### config.mk
export PLATFORM = sky130hd
export DESIGN_NAME = tcp_top
export DESIGN_NICKNAME = d
export VERILOG_FILES = /design/src/design/tcp_pkg.sv /design/src/design/tcp_tick.sv /design/src/design/tcp_top.sv
export VERILOG_INCLUDE_DIRS = /design/src /design/src/design
export SDC_FILE = /design/constraint.sdc
export NUM_CORES = 1
export LEC_CHECK = 0
export BUFFER_PORTS_ARGS = -buffer_cell sky130_fd_sc_hd__buf_4
export CORE_MARGIN = 3
export CORE_UTILIZATION = 55
export CTS_CLUSTER_SIZE = 28
export DETAILED_ROUTE_END_ITERATION = 7
export PLACE_DENSITY = 0.76
export SLEW_MARGIN = 20
export SYNTH_ARGS = -nofsm -noshare
export SYNTH_HDL_FRONTEND = slang
export SYNTH_SLANG_ARGS = --single-unit
### constraint.sdc
create_clock -name clk_i -period 7.1 [get_ports clk_i]
set_input_delay 1.42 -clock clk_i [delete_from_list [all_inputs] [get_ports clk_i]]
set_output_delay 1.42 -clock clk_i [all_outputs]
set_load 0.02 [all_outputs]
### src/design/tcp_params.svh
// constants for the timer compare, single-pulse and pwm block
`ifndef TCP_PARAMS_SVH
`define TCP_PARAMS_SVH
`define TCP_OFF_CTRL1 8'h00
`define TCP_OFF_CTRL2 8'h04
`define TCP_OFF_STAT 8'h08
`define TCP_OFF_CMP1_HI 8'h0C
`define TCP_OFF_CMP1_LO 8'h10
`define TCP_OFF_CMP2_HI 8'h14
`define TCP_OFF_CMP2_LO 8'h18
`define TCP_OFF_CNT 8'h1C
`define TCP_OFF_CAP1 8'h20
`define TCP_OFF_CAP2 8'h24
`define TCP_C1_CAPIE 7
`define TCP_C1_CMPIE 6
`define TCP_C1_FORCE2 4
`define TCP_C1_FORCE1 3
`define TCP_C1_LVL2 2
`define TCP_C1_EDGE1 1
`define TCP_C1_LVL1 0
`define TCP_C2_PEN1 7
`define TCP_C2_PEN2 6
`define TCP_C2_PULSE 5
`define TCP_C2_PWM 4
`define TCP_C2_TICK_HI 3
`define TCP_C2_TICK_LO 2
`define TCP_C2_EDGE2 1
`define TCP_C2_EXEDG 0
`define TCP_CMP_RST 16'h8000
`define TCP_CNT_RST 16'h0000
`define TCP_RELOAD 16'hFFFC
`define TCP_OPM_CAP 16'hFFFD
`define TCP_DIV2_MASK 3'h1
`define TCP_DIV4_MASK 3'h3
`define TCP_DIV8_MASK 3'h7
`define TCP_RESP_OK 2'h0
`define TCP_RESP_ERR 2'h2
`endif

### src/design/tcp_pkg.sv
// types shared by the timer compare block
package tcp_pkg;
  typedef enum logic [1:0] {
    TCP_DIV4 = 2'h0,
    TCP_DIV2 = 2'h1,
    TCP_DIV8 = 2'h2,
    TCP_EXT = 2'h3
  } tcp_tick_sel_t;

  typedef struct packed {
    logic ext_s1;
    logic ext_s2;
    logic ext_prev;
    logic [2:0] div;
    logic tick;
  } tcp_tick_state_t;

  typedef struct packed {
    logic [7:0] ctrl1;
    logic [7:0] ctrl2;
    logic [15:0] cmp1;
    logic [15:0] cmp2;
    logic [15:0] cnt;
    logic [15:0] cap1;
    logic [15:0] cap2;
    logic [1:0] cmp_ok;
    logic [1:0] ocf;
    logic [1:0] icf;
    logic [1:0] seen_oc;
    logic [1:0] seen_ic;
    logic [1:0] arm;
    logic [1:0] pin;
    logic [1:0] cap_s1;
    logic [1:0] cap_s2;
    logic [1:0] cap_prev;
    logic fresh;
    logic halt_prev;
    logic irq;
    logic awrdy;
    logic awfull;
    logic [7:0] awaddr;
    logic wrdy;
    logic wfull;
    logic [7:0] wdata;
    logic wstrb0;
    logic bvalid;
    logic [1:0] bresp;
    logic arrdy;
    logic rvalid;
    logic [31:0] rdata;
    logic [1:0] rresp;
  } tcp_state_t;
endpackage

### src/design/tcp_tick.sv
// timer tick divider with external clock edge detection
`timescale 1ns/10ps
`include "tcp_params.svh"
module tcp_tick (
  input wire logic clk_i,
  input wire logic rst_n_i,
  input wire logic [1:0] sel_i,
  input wire logic ext_pin_i,
  input wire logic ext_rise_i,
  input wire logic run_i,
  output logic tick_o
);
  tcp_pkg::tcp_tick_state_t st, nx;
  logic ext_edge;

  always_comb begin
    nx = st;
    nx.ext_s1 = ext_pin_i;
    nx.ext_s2 = st.ext_s1;
    nx.ext_prev = st.ext_s2;
    ext_edge = (st.ext_s2 != st.ext_prev) && (st.ext_s2 == ext_rise_i);
    nx.div = st.div + 3'h1;
    unique case (tcp_pkg::tcp_tick_sel_t'(sel_i))
      tcp_pkg::TCP_DIV2: nx.tick = (st.div & `TCP_DIV2_MASK) == `TCP_DIV2_MASK;
      tcp_pkg::TCP_DIV4: nx.tick = (st.div & `TCP_DIV4_MASK) == `TCP_DIV4_MASK;
      tcp_pkg::TCP_DIV8: nx.tick = st.div == `TCP_DIV8_MASK;
      tcp_pkg::TCP_EXT: nx.tick = ext_edge;
    endcase
    // halt stops ticks but not the divider, so resume has no glitch
    nx.tick = nx.tick & run_i;
  end

  always_ff @(posedge clk_i or negedge rst_n_i) begin
    if (!rst_n_i) begin
      st <= '0;
    end else begin
      st <= nx;
    end
  end

  assign tick_o = st.tick;
endmodule

### src/design/tcp_top.sv
// timer compare, single-pulse and pwm block with axi4-lite registers
`timescale 1ns/10ps
`include "tcp_params.svh"
module tcp_top (
  input wire logic clk_i,
  input wire logic rst_n_i,
  input wire logic [7:0] s_axi_awaddr_i,
  input wire logic s_axi_awvalid_i,
  output logic s_axi_awready_o,
  input wire logic [31:0] s_axi_wdata_i,
  input wire logic [3:0] s_axi_wstrb_i,
  input wire logic s_axi_wvalid_i,
  output logic s_axi_wready_o,
  output logic [1:0] s_axi_bresp_o,
  output logic s_axi_bvalid_o,
  input wire logic s_axi_bready_i,
  input wire logic [7:0] s_axi_araddr_i,
  input wire logic s_axi_arvalid_i,
  output logic s_axi_arready_o,
  output logic [31:0] s_axi_rdata_o,
  output logic [1:0] s_axi_rresp_o,
  output logic s_axi_rvalid_o,
  input wire logic s_axi_rready_i,
  input wire logic [1:0] capture_pin_i,
  input wire logic ext_clk_pin_i,
  input wire logic halt_i,
  output logic [1:0] compare_output_pin_o,
  output logic [1:0] compare_pin_enable_o,
  output logic timer_irq_o
);
  tcp_pkg::tcp_state_t st, nx;
  tcp_pkg::tcp_tick_sel_t tick_sel;
  logic tick;
  logic mode_pwm;
  logic mode_opm;
  logic [1:0] cap_edge;
  logic [1:0] hit;
  logic load;
  logic wrap2;
  logic [7:0] waddr;
  logic [7:0] raddr;
  logic do_wr;
  logic do_rd;

  function automatic logic [7:0] word_of(input logic [7:0] a);
    word_of = {a[7:2], 2'h0};
  endfunction

  function automatic logic is_mapped(input logic [7:0] a);
    unique case (word_of(a))
      `TCP_OFF_CTRL1, `TCP_OFF_CTRL2, `TCP_OFF_STAT,
      `TCP_OFF_CMP1_HI, `TCP_OFF_CMP1_LO, `TCP_OFF_CMP2_HI,
      `TCP_OFF_CMP2_LO, `TCP_OFF_CNT, `TCP_OFF_CAP1,
      `TCP_OFF_CAP2: is_mapped = 1'b1;
      default: is_mapped = 1'b0;
    endcase
  endfunction

  // the match point moves by one count on the slower ticks
  function automatic logic [15:0] cmp_target(input logic [15:0] v,
      input tcp_pkg::tcp_tick_sel_t s);
    cmp_target = (s == tcp_pkg::TCP_DIV2) ? v : v + 16'h0001;
  endfunction

  function automatic logic [31:0] rd_mux(input tcp_pkg::tcp_state_t s,
      input logic [7:0] a);
    unique case (word_of(a))
      `TCP_OFF_CTRL1: rd_mux = {24'h00_0000, s.ctrl1};
      `TCP_OFF_CTRL2: rd_mux = {24'h00_0000, s.ctrl2};
      `TCP_OFF_STAT: rd_mux = {24'h00_0000, s.icf[0], s.ocf[0], 1'b0,
                               s.icf[1], s.ocf[1], 3'h0};
      `TCP_OFF_CMP1_HI: rd_mux = {24'h00_0000, s.cmp1[15:8]};
      `TCP_OFF_CMP1_LO: rd_mux = {24'h00_0000, s.cmp1[7:0]};
      `TCP_OFF_CMP2_HI: rd_mux = {24'h00_0000, s.cmp2[15:8]};
      `TCP_OFF_CMP2_LO: rd_mux = {24'h00_0000, s.cmp2[7:0]};
      `TCP_OFF_CNT: rd_mux = {16'h0000, s.cnt};
      `TCP_OFF_CAP1: rd_mux = {16'h0000, s.cap1};
      `TCP_OFF_CAP2: rd_mux = {16'h0000, s.cap2};
      default: rd_mux = 32'h0000_0000;
    endcase
  endfunction

  assign tick_sel = tcp_pkg::tcp_tick_sel_t'(
      st.ctrl2[`TCP_C2_TICK_HI:`TCP_C2_TICK_LO]);

  tcp_tick u_tick (
    .clk_i(clk_i),
    .rst_n_i(rst_n_i),
    .sel_i(st.ctrl2[`TCP_C2_TICK_HI:`TCP_C2_TICK_LO]),
    .ext_pin_i(ext_clk_pin_i),
    .ext_rise_i(st.ctrl2[`TCP_C2_EXEDG]),
    .run_i(!halt_i),
    .tick_o(tick)
  );

  always_comb begin
    nx = st;
    mode_pwm = st.ctrl2[`TCP_C2_PWM];
    mode_opm = st.ctrl2[`TCP_C2_PULSE] & ~mode_pwm;
    load = 1'b0;
    waddr = word_of(st.awaddr);
    raddr = word_of(s_axi_araddr_i);
    do_wr = st.awfull & st.wfull & ~st.bvalid;
    do_rd = s_axi_arvalid_i & st.arrdy;

    // capture pin synchronisers and edge detection
    nx.cap_s1 = capture_pin_i;
    nx.cap_s2 = st.cap_s1;
    nx.cap_prev = st.cap_s2;
    cap_edge[0] = (st.cap_s2[0] != st.cap_prev[0]) &&
                  (st.cap_s2[0] == st.ctrl1[`TCP_C1_EDGE1]);
    cap_edge[1] = (st.cap_s2[1] != st.cap_prev[1]) &&
                  (st.cap_s2[1] == st.ctrl2[`TCP_C2_EDGE2]);

    // compare keeps working whatever the pin enables say
    hit[0] = st.fresh & st.cmp_ok[0] & ~halt_i &
             (st.cnt == cmp_target(st.cmp1, tick_sel));
    hit[1] = st.fresh & st.cmp_ok[1] & ~halt_i &
             (st.cnt == cmp_target(st.cmp2, tick_sel));
    // at div2 the reload waits for the tick ending the matched count
    wrap2 = (tick_sel == tcp_pkg::TCP_DIV2) ? tick & st.cmp_ok[1] & ~halt_i &
            (st.cnt == st.cmp2) : hit[1];

    // write address and data channels, taken in either order
    if (s_axi_awvalid_i && st.awrdy) begin
      nx.awfull = 1'b1;
      nx.awaddr = s_axi_awaddr_i;
    end
    if (s_axi_wvalid_i && st.wrdy) begin
      nx.wfull = 1'b1;
      nx.wdata = s_axi_wdata_i[7:0];
      nx.wstrb0 = s_axi_wstrb_i[0];
    end
    if (st.bvalid && s_axi_bready_i) begin
      nx.bvalid = 1'b0;
    end
    if (st.rvalid && s_axi_rready_i) begin
      nx.rvalid = 1'b0;
    end

    // software side effects first, so hardware sets below win
    if (do_wr) begin
      nx.awfull = 1'b0;
      nx.wfull = 1'b0;
      nx.bvalid = 1'b1;
      nx.bresp = is_mapped(st.awaddr) ? `TCP_RESP_OK : `TCP_RESP_ERR;
      if (st.wstrb0) begin
        unique case (waddr)
          `TCP_OFF_CTRL1: nx.ctrl1 = st.wdata;
          `TCP_OFF_CTRL2: nx.ctrl2 = st.wdata;
          `TCP_OFF_CMP1_HI: begin
            nx.cmp1[15:8] = st.wdata;
            nx.cmp_ok[0] = 1'b0;
          end
          `TCP_OFF_CMP1_LO: nx.cmp1[7:0] = st.wdata;
          `TCP_OFF_CMP2_HI: begin
            nx.cmp2[15:8] = st.wdata;
            nx.cmp_ok[1] = 1'b0;
          end
          `TCP_OFF_CMP2_LO: nx.cmp2[7:0] = st.wdata;
          default: ;
        endcase
      end
      // a low byte write, strobed or not, re-enables compare and ends flag clearing
      if (waddr == `TCP_OFF_CMP1_LO) begin
        nx.cmp_ok[0] = 1'b1;
        nx.ocf[0] = st.ocf[0] & ~st.seen_oc[0];
        nx.seen_oc[0] = 1'b0;
      end
      if (waddr == `TCP_OFF_CMP2_LO) begin
        nx.cmp_ok[1] = 1'b1;
        nx.ocf[1] = st.ocf[1] & ~st.seen_oc[1];
        nx.seen_oc[1] = 1'b0;
      end
    end
    if (do_rd) begin
      nx.rvalid = 1'b1;
      nx.rdata = rd_mux(st, s_axi_araddr_i);
      nx.rresp = is_mapped(s_axi_araddr_i) ? `TCP_RESP_OK : `TCP_RESP_ERR;
      unique case (raddr)
        `TCP_OFF_STAT: begin
          nx.seen_oc = st.ocf;
          nx.seen_ic = st.icf;
        end
        `TCP_OFF_CMP1_LO: begin
          nx.ocf[0] = st.ocf[0] & ~st.seen_oc[0];
          nx.seen_oc[0] = 1'b0;
        end
        `TCP_OFF_CMP2_LO: begin
          nx.ocf[1] = st.ocf[1] & ~st.seen_oc[1];
          nx.seen_oc[1] = 1'b0;
        end
        `TCP_OFF_CAP1: begin
          nx.icf[0] = st.icf[0] & ~st.seen_ic[0];
          nx.seen_ic[0] = 1'b0;
        end
        `TCP_OFF_CAP2: begin
          nx.icf[1] = st.icf[1] & ~st.seen_ic[1];
          nx.seen_ic[1] = 1'b0;
        end
        default: ;
      endcase
    end

    // free-running counter, frozen while halted
    if (tick && !halt_i) begin
      nx.cnt = st.cnt + 16'h0001;
    end

    if (!halt_i) begin
      // capture two works in every mode
      if (cap_edge[1]) begin
        nx.icf[1] = 1'b1;
        nx.cap2 = st.cnt;
      end
      if (mode_pwm) begin
        // capture pin one is disconnected here
        if (hit[0] && st.ctrl2[`TCP_C2_PEN1]) begin
          nx.pin[0] = st.ctrl1[`TCP_C1_LVL1];
        end
        if (hit[1]) begin
          nx.icf[0] = 1'b1;
          if (st.ctrl2[`TCP_C2_PEN1]) begin
            nx.pin[0] = st.ctrl1[`TCP_C1_LVL2];
          end
        end
        if (wrap2) begin
          nx.cnt = `TCP_RELOAD;
          load = 1'b1;
        end
      end else if (mode_opm) begin
        if (hit[0] && st.ctrl2[`TCP_C2_PEN1]) begin
          nx.pin[0] = st.ctrl1[`TCP_C1_LVL1];
        end
        if (hit[1]) begin
          nx.ocf[1] = 1'b1;
        end
        // a trigger edge restarts the pulse even while one runs
        if (cap_edge[0]) begin
          nx.cnt = `TCP_RELOAD;
          load = 1'b1;
          nx.icf[0] = 1'b1;
          nx.cap1 = `TCP_OPM_CAP;
          if (st.ctrl2[`TCP_C2_PEN1]) begin
            nx.pin[0] = st.ctrl1[`TCP_C1_LVL2];
          end
        end
      end else begin
        if (cap_edge[0]) begin
          nx.icf[0] = 1'b1;
          nx.cap1 = st.cnt;
        end
        for (int i = 0; i < 2; i++) begin
          if (hit[i]) begin
            nx.ocf[i] = 1'b1;
            if (st.ctrl2[`TCP_C2_PEN1 - i]) begin
              nx.pin[i] = st.ctrl1[(i == 0) ? `TCP_C1_LVL1 : `TCP_C1_LVL2];
            end
          end
          // force drives the level but never raises a flag
          if (st.ctrl1[`TCP_C1_FORCE1 + i] && st.ctrl2[`TCP_C2_PEN1 - i])
          begin
            nx.pin[i] = st.ctrl1[(i == 0) ? `TCP_C1_LVL1 : `TCP_C1_LVL2];
          end
        end
      end
    end else begin
      // edges during halt are remembered, not captured yet; pin one's only in normal mode
      if (cap_edge[1]) begin
        nx.arm[1] = 1'b1;
      end
      if (cap_edge[0] && !mode_pwm && !mode_opm) begin
        nx.arm[0] = 1'b1;
      end
    end

    // leaving halt completes armed captures with the held count
    nx.halt_prev = halt_i;
    if (st.halt_prev && !halt_i) begin
      if (st.arm[0]) begin
        nx.icf[0] = 1'b1;
        nx.cap1 = st.cnt;
      end
      if (st.arm[1]) begin
        nx.icf[1] = 1'b1;
        nx.cap2 = st.cnt;
      end
      nx.arm = 2'h0;
    end

    nx.fresh = tick | load;
    // the cpu applies its own global mask; this line also wakes it
    nx.irq = (nx.ctrl1[`TCP_C1_CAPIE] & (|nx.icf)) |
             (nx.ctrl1[`TCP_C1_CMPIE] & (|nx.ocf));
    nx.awrdy = ~nx.awfull & ~nx.bvalid;
    nx.wrdy = ~nx.wfull & ~nx.bvalid;
    nx.arrdy = ~nx.rvalid;
  end

  always_ff @(posedge clk_i or negedge rst_n_i) begin
    if (!rst_n_i) begin
      st <= '0;
      st.cmp1 <= `TCP_CMP_RST;
      st.cmp2 <= `TCP_CMP_RST;
      st.cnt <= `TCP_CNT_RST;
      st.cmp_ok <= 2'h3;
      st.awrdy <= 1'b1;
      st.wrdy <= 1'b1;
      st.arrdy <= 1'b1;
    end else begin
      st <= nx;
    end
  end

  assign s_axi_awready_o = st.awrdy;
  assign s_axi_wready_o = st.wrdy;
  assign s_axi_bvalid_o = st.bvalid;
  assign s_axi_bresp_o = st.bresp;
  assign s_axi_arready_o = st.arrdy;
  assign s_axi_rvalid_o = st.rvalid;
  assign s_axi_rdata_o = st.rdata;
  assign s_axi_rresp_o = st.rresp;
  assign compare_output_pin_o = st.pin;
  assign compare_pin_enable_o = {st.ctrl2[`TCP_C2_PEN2],
                                 st.ctrl2[`TCP_C2_PEN1]};
  assign timer_irq_o = st.irq;

  AST_PWM_NO_OCF: assert property (@(posedge clk_i) disable iff (!rst_n_i)
    $rose(st.ocf[1]) |-> !$past(mode_pwm))
    else $error("compare flag two set in pwm mode");

  AST_OPM_NO_COMPARE_FLAG_ONE: assert property (@(posedge clk_i) disable iff (!rst_n_i)
    $rose(st.ocf[0]) |-> !$past(mode_opm) && !$past(mode_pwm))
    else $error("compare flag one set in pulse or pwm mode");

  AST_CMP_INHIBIT: assert property (@(posedge clk_i) disable iff (!rst_n_i)
    $rose(st.ocf[0]) |-> $past(st.cmp_ok[0]))
    else $error("compare fired while high byte pending");

  AST_PWM_RELOAD: assert property (@(posedge clk_i) disable iff (!rst_n_i)
    mode_pwm && wrap2 |=> st.cnt == `TCP_RELOAD)
    else $error("pwm period match did not reload counter");

  AST_PWM_ICF: assert property (@(posedge clk_i) disable iff (!rst_n_i)
    mode_pwm && hit[1] |=> st.icf[0])
    else $error("pwm period match did not set capture flag one");

  AST_OPM_TRIG: assert property (@(posedge clk_i) disable iff (!rst_n_i)
    mode_opm && cap_edge[0] && !halt_i
    |=> st.cap1 == `TCP_OPM_CAP && st.cnt == `TCP_RELOAD && st.icf[0])
    else $error("pulse trigger did not load counter and capture");

  AST_PIN_HOLD: assert property (@(posedge clk_i) disable iff (!rst_n_i)
    !st.ctrl2[`TCP_C2_PEN2] |=> st.pin[1] == $past(st.pin[1]))
    else $error("disabled compare pin changed level");

  AST_FORCE: assert property (@(posedge clk_i) disable iff (!rst_n_i)
    !mode_pwm && !mode_opm && !halt_i && st.ctrl1[`TCP_C1_FORCE1] &&
    st.ctrl2[`TCP_C2_PEN1] |=> st.pin[0] == $past(st.ctrl1[`TCP_C1_LVL1]))
    else $error("forced level not copied to pin one");

  AST_HALT_FREEZE: assert property (@(posedge clk_i) disable iff (!rst_n_i)
    halt_i |=> $stable(st.cnt) && $stable(st.pin))
    else $error("counter moved during halt");
endmodule

==> out/metrics.cfg <==
[outcome]
outcome = finished clean

[timing]
fin_crit_ns = 3.50
min_period_over_period_pct = 49.3
rsz0062_at_grt = no
setup_ws_ns = 3.60
setup-violations-final = 0
fmax_mhz = 285
worst_pin_slew_ns = 0.978
skew_ns = 0.00690
maxSlewHeadroom_pct = 34.8
slew_viol_final = 0
fin_setup_tns_ns = 0
hold_viol = 0

[clocking]
clockRootBuffer = clkbuf_16
path_clk_slew_ns = 0.07
insertion_delay_ns = 0.43
cts_inserted_buffers = 17
h-tree-depth = 4
cts.hold.buffers_added = 0
clk_path_buf_depth = 2
cts_resized = 0
cts_tree = done
cts_setup_buffers = 0
cts.sinks = 166

[logic_synthesis]
synthDistinctLibCells = 78
ys.flop_type = dfrtp_1
ys_async_sr_fraction_pct = 100
synthSimpleGateAreaFrac_pct = 14.6
synth_top_family_by_area = simple AND/OR/NAND/NOR gates
yosys_warnings = 0
avgSynthCellArea_sq_um = 10.6
ys_seq_elements = 166
syn_inst = 839
synth_compound_area_share_pct = 12.3
synth-edff-count = 0
synth_area_sq_um = 8900
seq_area_frac_synth_pct = 46.8
synth_xor_area_share_pct = 5.81
synth-adder-area-share_pct = 0.703
synthMuxAreaShare_pct = 12.9

[final_layout]
final_common_cell = dfrtp_1
n_fill_cell = 1271
multi_input_area_sq_um = 4210
layout_common_cells = 159 x dfrtp_1, 75 x mux2_2, 63 x buf_4, 62 x nand2_1, 43 x o21ai_0
nets = 916
final_area_sq_um = 9820
seqCellArea_sq_um = 4160
utilization_pct = 63.2
antennaDiodeCount = 0
drive_gt1_share_pct = 24.9
syn_to_final_growth_pct = 10.4

[setup_path]
r2r_end = st[115]$_DFF_PN0_
reg2reg_from = st[166]$_DFFE_PN0P_
end_kind = register
arrival_ns = 3.82
slowest_stage = nor4_1
path_class = in -> reg
critPathBufInv = 2
r2r_cells = 9
crit_fanout = 17
reg2reg_setup_slack_ns = 3.60
start_kind = primary input
critPathTopFamily = simple AND/OR/NAND/NOR gates
crit_start = halt_i
max_stage_delay_ns = 0.57
worstPathRequired_ns = 7.42
timing.critical_path.cells = buf_4 > inv_1 > nand3_1 > nor3_1 > o2111ai_2 > nor4_1 > nand2_1 > o22a_4 > and2_1

[hold_path]
whs_endpoint = nx[63]$_DFF_PN0_
holdPathStages = 0
holdCritPathClass = reg -> reg
hp-start = nx[65]$_DFF_PN0_

[routing]
route.antenna.remaining_nets = 0
dr_total_vias = 6589
dr.pass1.iters = 7
wl_per_cell_um = 19.8
drc = 0
routed_wirelength_mm = 21.2
vias_per_cell = 6.15
dr.first_iter.drc_count = 558

[floorplanning]
core_area_sq_um = 15500
initial_core_util_pct = 57.2
die_w_um = 133
die_area_sq_um = 17700
ios = 109
die_h_um = 133
placementRows = 45

[place]
hpwlAfterDp_mm = 15.1
port_buffers = 59
routabilityCongestion = 0.939
post-place-ws_ns = 3.14
place_area_sq_um = 9210

[power_and_ir_drop]
p_sw_share_pct = 37.4
irDropWorstVdd_v = 0.000304
p_int_w = 0.00228
powerDensity_nw_per_um2 = 371
netSwitchingPower_w = 0.00136
leakagePower_nw = 4.31
comb_power_share_pct = 27.1
pwr-share-clk_pct = 26.1
power_frac_seq_pct = 46.8

[global_route]
track_usage_pct = 24.4
grt_pass1_wl_mm = 34.2
grt-ovfl-total = 0
grt_pass1_vias = 6377
grt_max_degree = 88
grt_antenna_before_repair = 0

[job]
drv_cap = 0

[Yosys cell counts (3+ instances only)]
| master | instances | area share, % |
|---|---|---|
| nand4_1 | 12 | 0.84 |
| nand2_1 | 62 | 2.6 |
| a211oi_1 | 4 | 0.34 |
| a21o_1 | 3 | 0.25 |
| inv_1 | 24 | 1.0 |
| a32o_1 | 3 | 0.34 |
| nor4_1 | 12 | 0.84 |
| dfstp_2 | 7 | 2.1 |
| dfrtp_1 | 159 | 45 |
| o31ai_1 | 3 | 0.25 |
| buf_1 | 5 | 0.21 |
| a22o_1 | 3 | 0.30 |
| nor2_1 | 37 | 1.6 |
| o22ai_1 | 5 | 0.35 |
| a21oi_1 | 29 | 1.6 |
| a31oi_1 | 6 | 0.42 |
| clkbuf_1 | 39 | 1.6 |
| and3_1 | 7 | 0.49 |
| mux2i_1 | 10 | 1.1 |
| nand3b_1 | 5 | 0.42 |
| xnor2_1 | 25 | 2.5 |
| nor2b_1 | 12 | 0.84 |
| buf_2 | 5 | 0.28 |
| nand2b_1 | 9 | 0.63 |
| and2_1 | 9 | 0.63 |
| a221oi_1 | 7 | 0.69 |
| nand3_1 | 21 | 1.2 |
| o211ai_1 | 3 | 0.25 |
| nor3b_1 | 3 | 0.25 |
| mux2_2 | 75 | 9.5 |
| ha_1 | 5 | 0.70 |
| nor4b_1 | 4 | 0.39 |
| mux4_2 | 8 | 2.0 |
| nand4b_1 | 3 | 0.30 |
| o22a_1 | 16 | 1.6 |
| buf_4 | 40 | 3.4 |
| o21ai_0 | 43 | 2.4 |
| nor3_1 | 16 | 0.90 |
| a222oi_1 | 10 | 1.1 |
| nand2_2 | 10 | 0.70 |
| xor2_1 | 34 | 3.3 |
[metrics by stage]
stage	power [W]	hold WS [ns]	std cells
2_1_floorplan	0.00235	0.331	856
3_3_place_gp	0.00263	0.332	1040
3_5_place_dp	0.00267	0.335	1040
4_1_cts	0.00363	0.351	1072
5_1_grt	0.00383	0.365	1072
6_report	0.00364	0.350	1072
[power by group through the flow]
stage          combinational (W)  clock, W  sequential [W]
2_1_floorplan           0.000918         0         0.00143
3_3_place_gp            0.000946         0         0.00168
3_5_place_dp            0.000975         0         0.00170
4_1_cts                 0.000982  0.000966         0.00169
5_1_grt                  0.00109   0.00101         0.00174
6_report                0.000985  0.000951         0.00170
[logic make-up after synthesis]
| family | Yosys count |
|---|---|
| AO/OA/AOI/OAI | 157 |
| XOR/XNOR | 59 |
| adder cells (fa/ha/maj) | 5 |
| buffers and inverters | 116 |
| flip-flops | 166 |
| multiplexers | 95 |
| other | 1 |
| AND/OR/NAND/NOR | 240 |
[flip-flops by register name, indices dropped and copies added (netlist names), 2 cells and up]
register              cells
compare_pin_enable_o      2
compare_output_pin_o      2
st                      126
u_tick.nx                 2
s_axi_rdata_o            16
nx                        4
u_tick.st                 4
[how the worst max path moves through the flow]
| stage | endpoint | slack (ns) | cells after the start |
|---|---|---|---|
| floorplan | st[73]$_DFFE_PN0P_ | 3.76 | 6 |
| global placement | st[115]$_DFF_PN0_ | 3.19 | 9 |
| detailed placement | st[115]$_DFF_PN0_ | 3.14 | 9 |
| CTS | st[115]$_DFF_PN0_ | 3.60 | 9 |
| global route | st[115]$_DFF_PN0_ | 3.47 | 9 |
| finish | st[115]$_DFF_PN0_ | 3.60 | 9 |
[area by class of cell]
| type | instances | share of cell area [%] |
|---|---|---|
| multi-input cells | 574 | 42.8 |
| flip-flops and latches | 166 | 42.4 |
| repair buffers | 64 | 4.93 |
| clock buffers | 17 | 4.33 |
| well taps | 211 | 2.69 |
| clock inverters | 15 | 1.87 |
| inverters | 25 | 0.956 |
[routing by layer]
layer  part of all wire [%]  track usage, %
met5                      0               0
met3                    6.6            5.44
met4                    2.8            9.83
met2                     46            37.2
met1                     44            34.2
(Power assumes the default switching activity.)
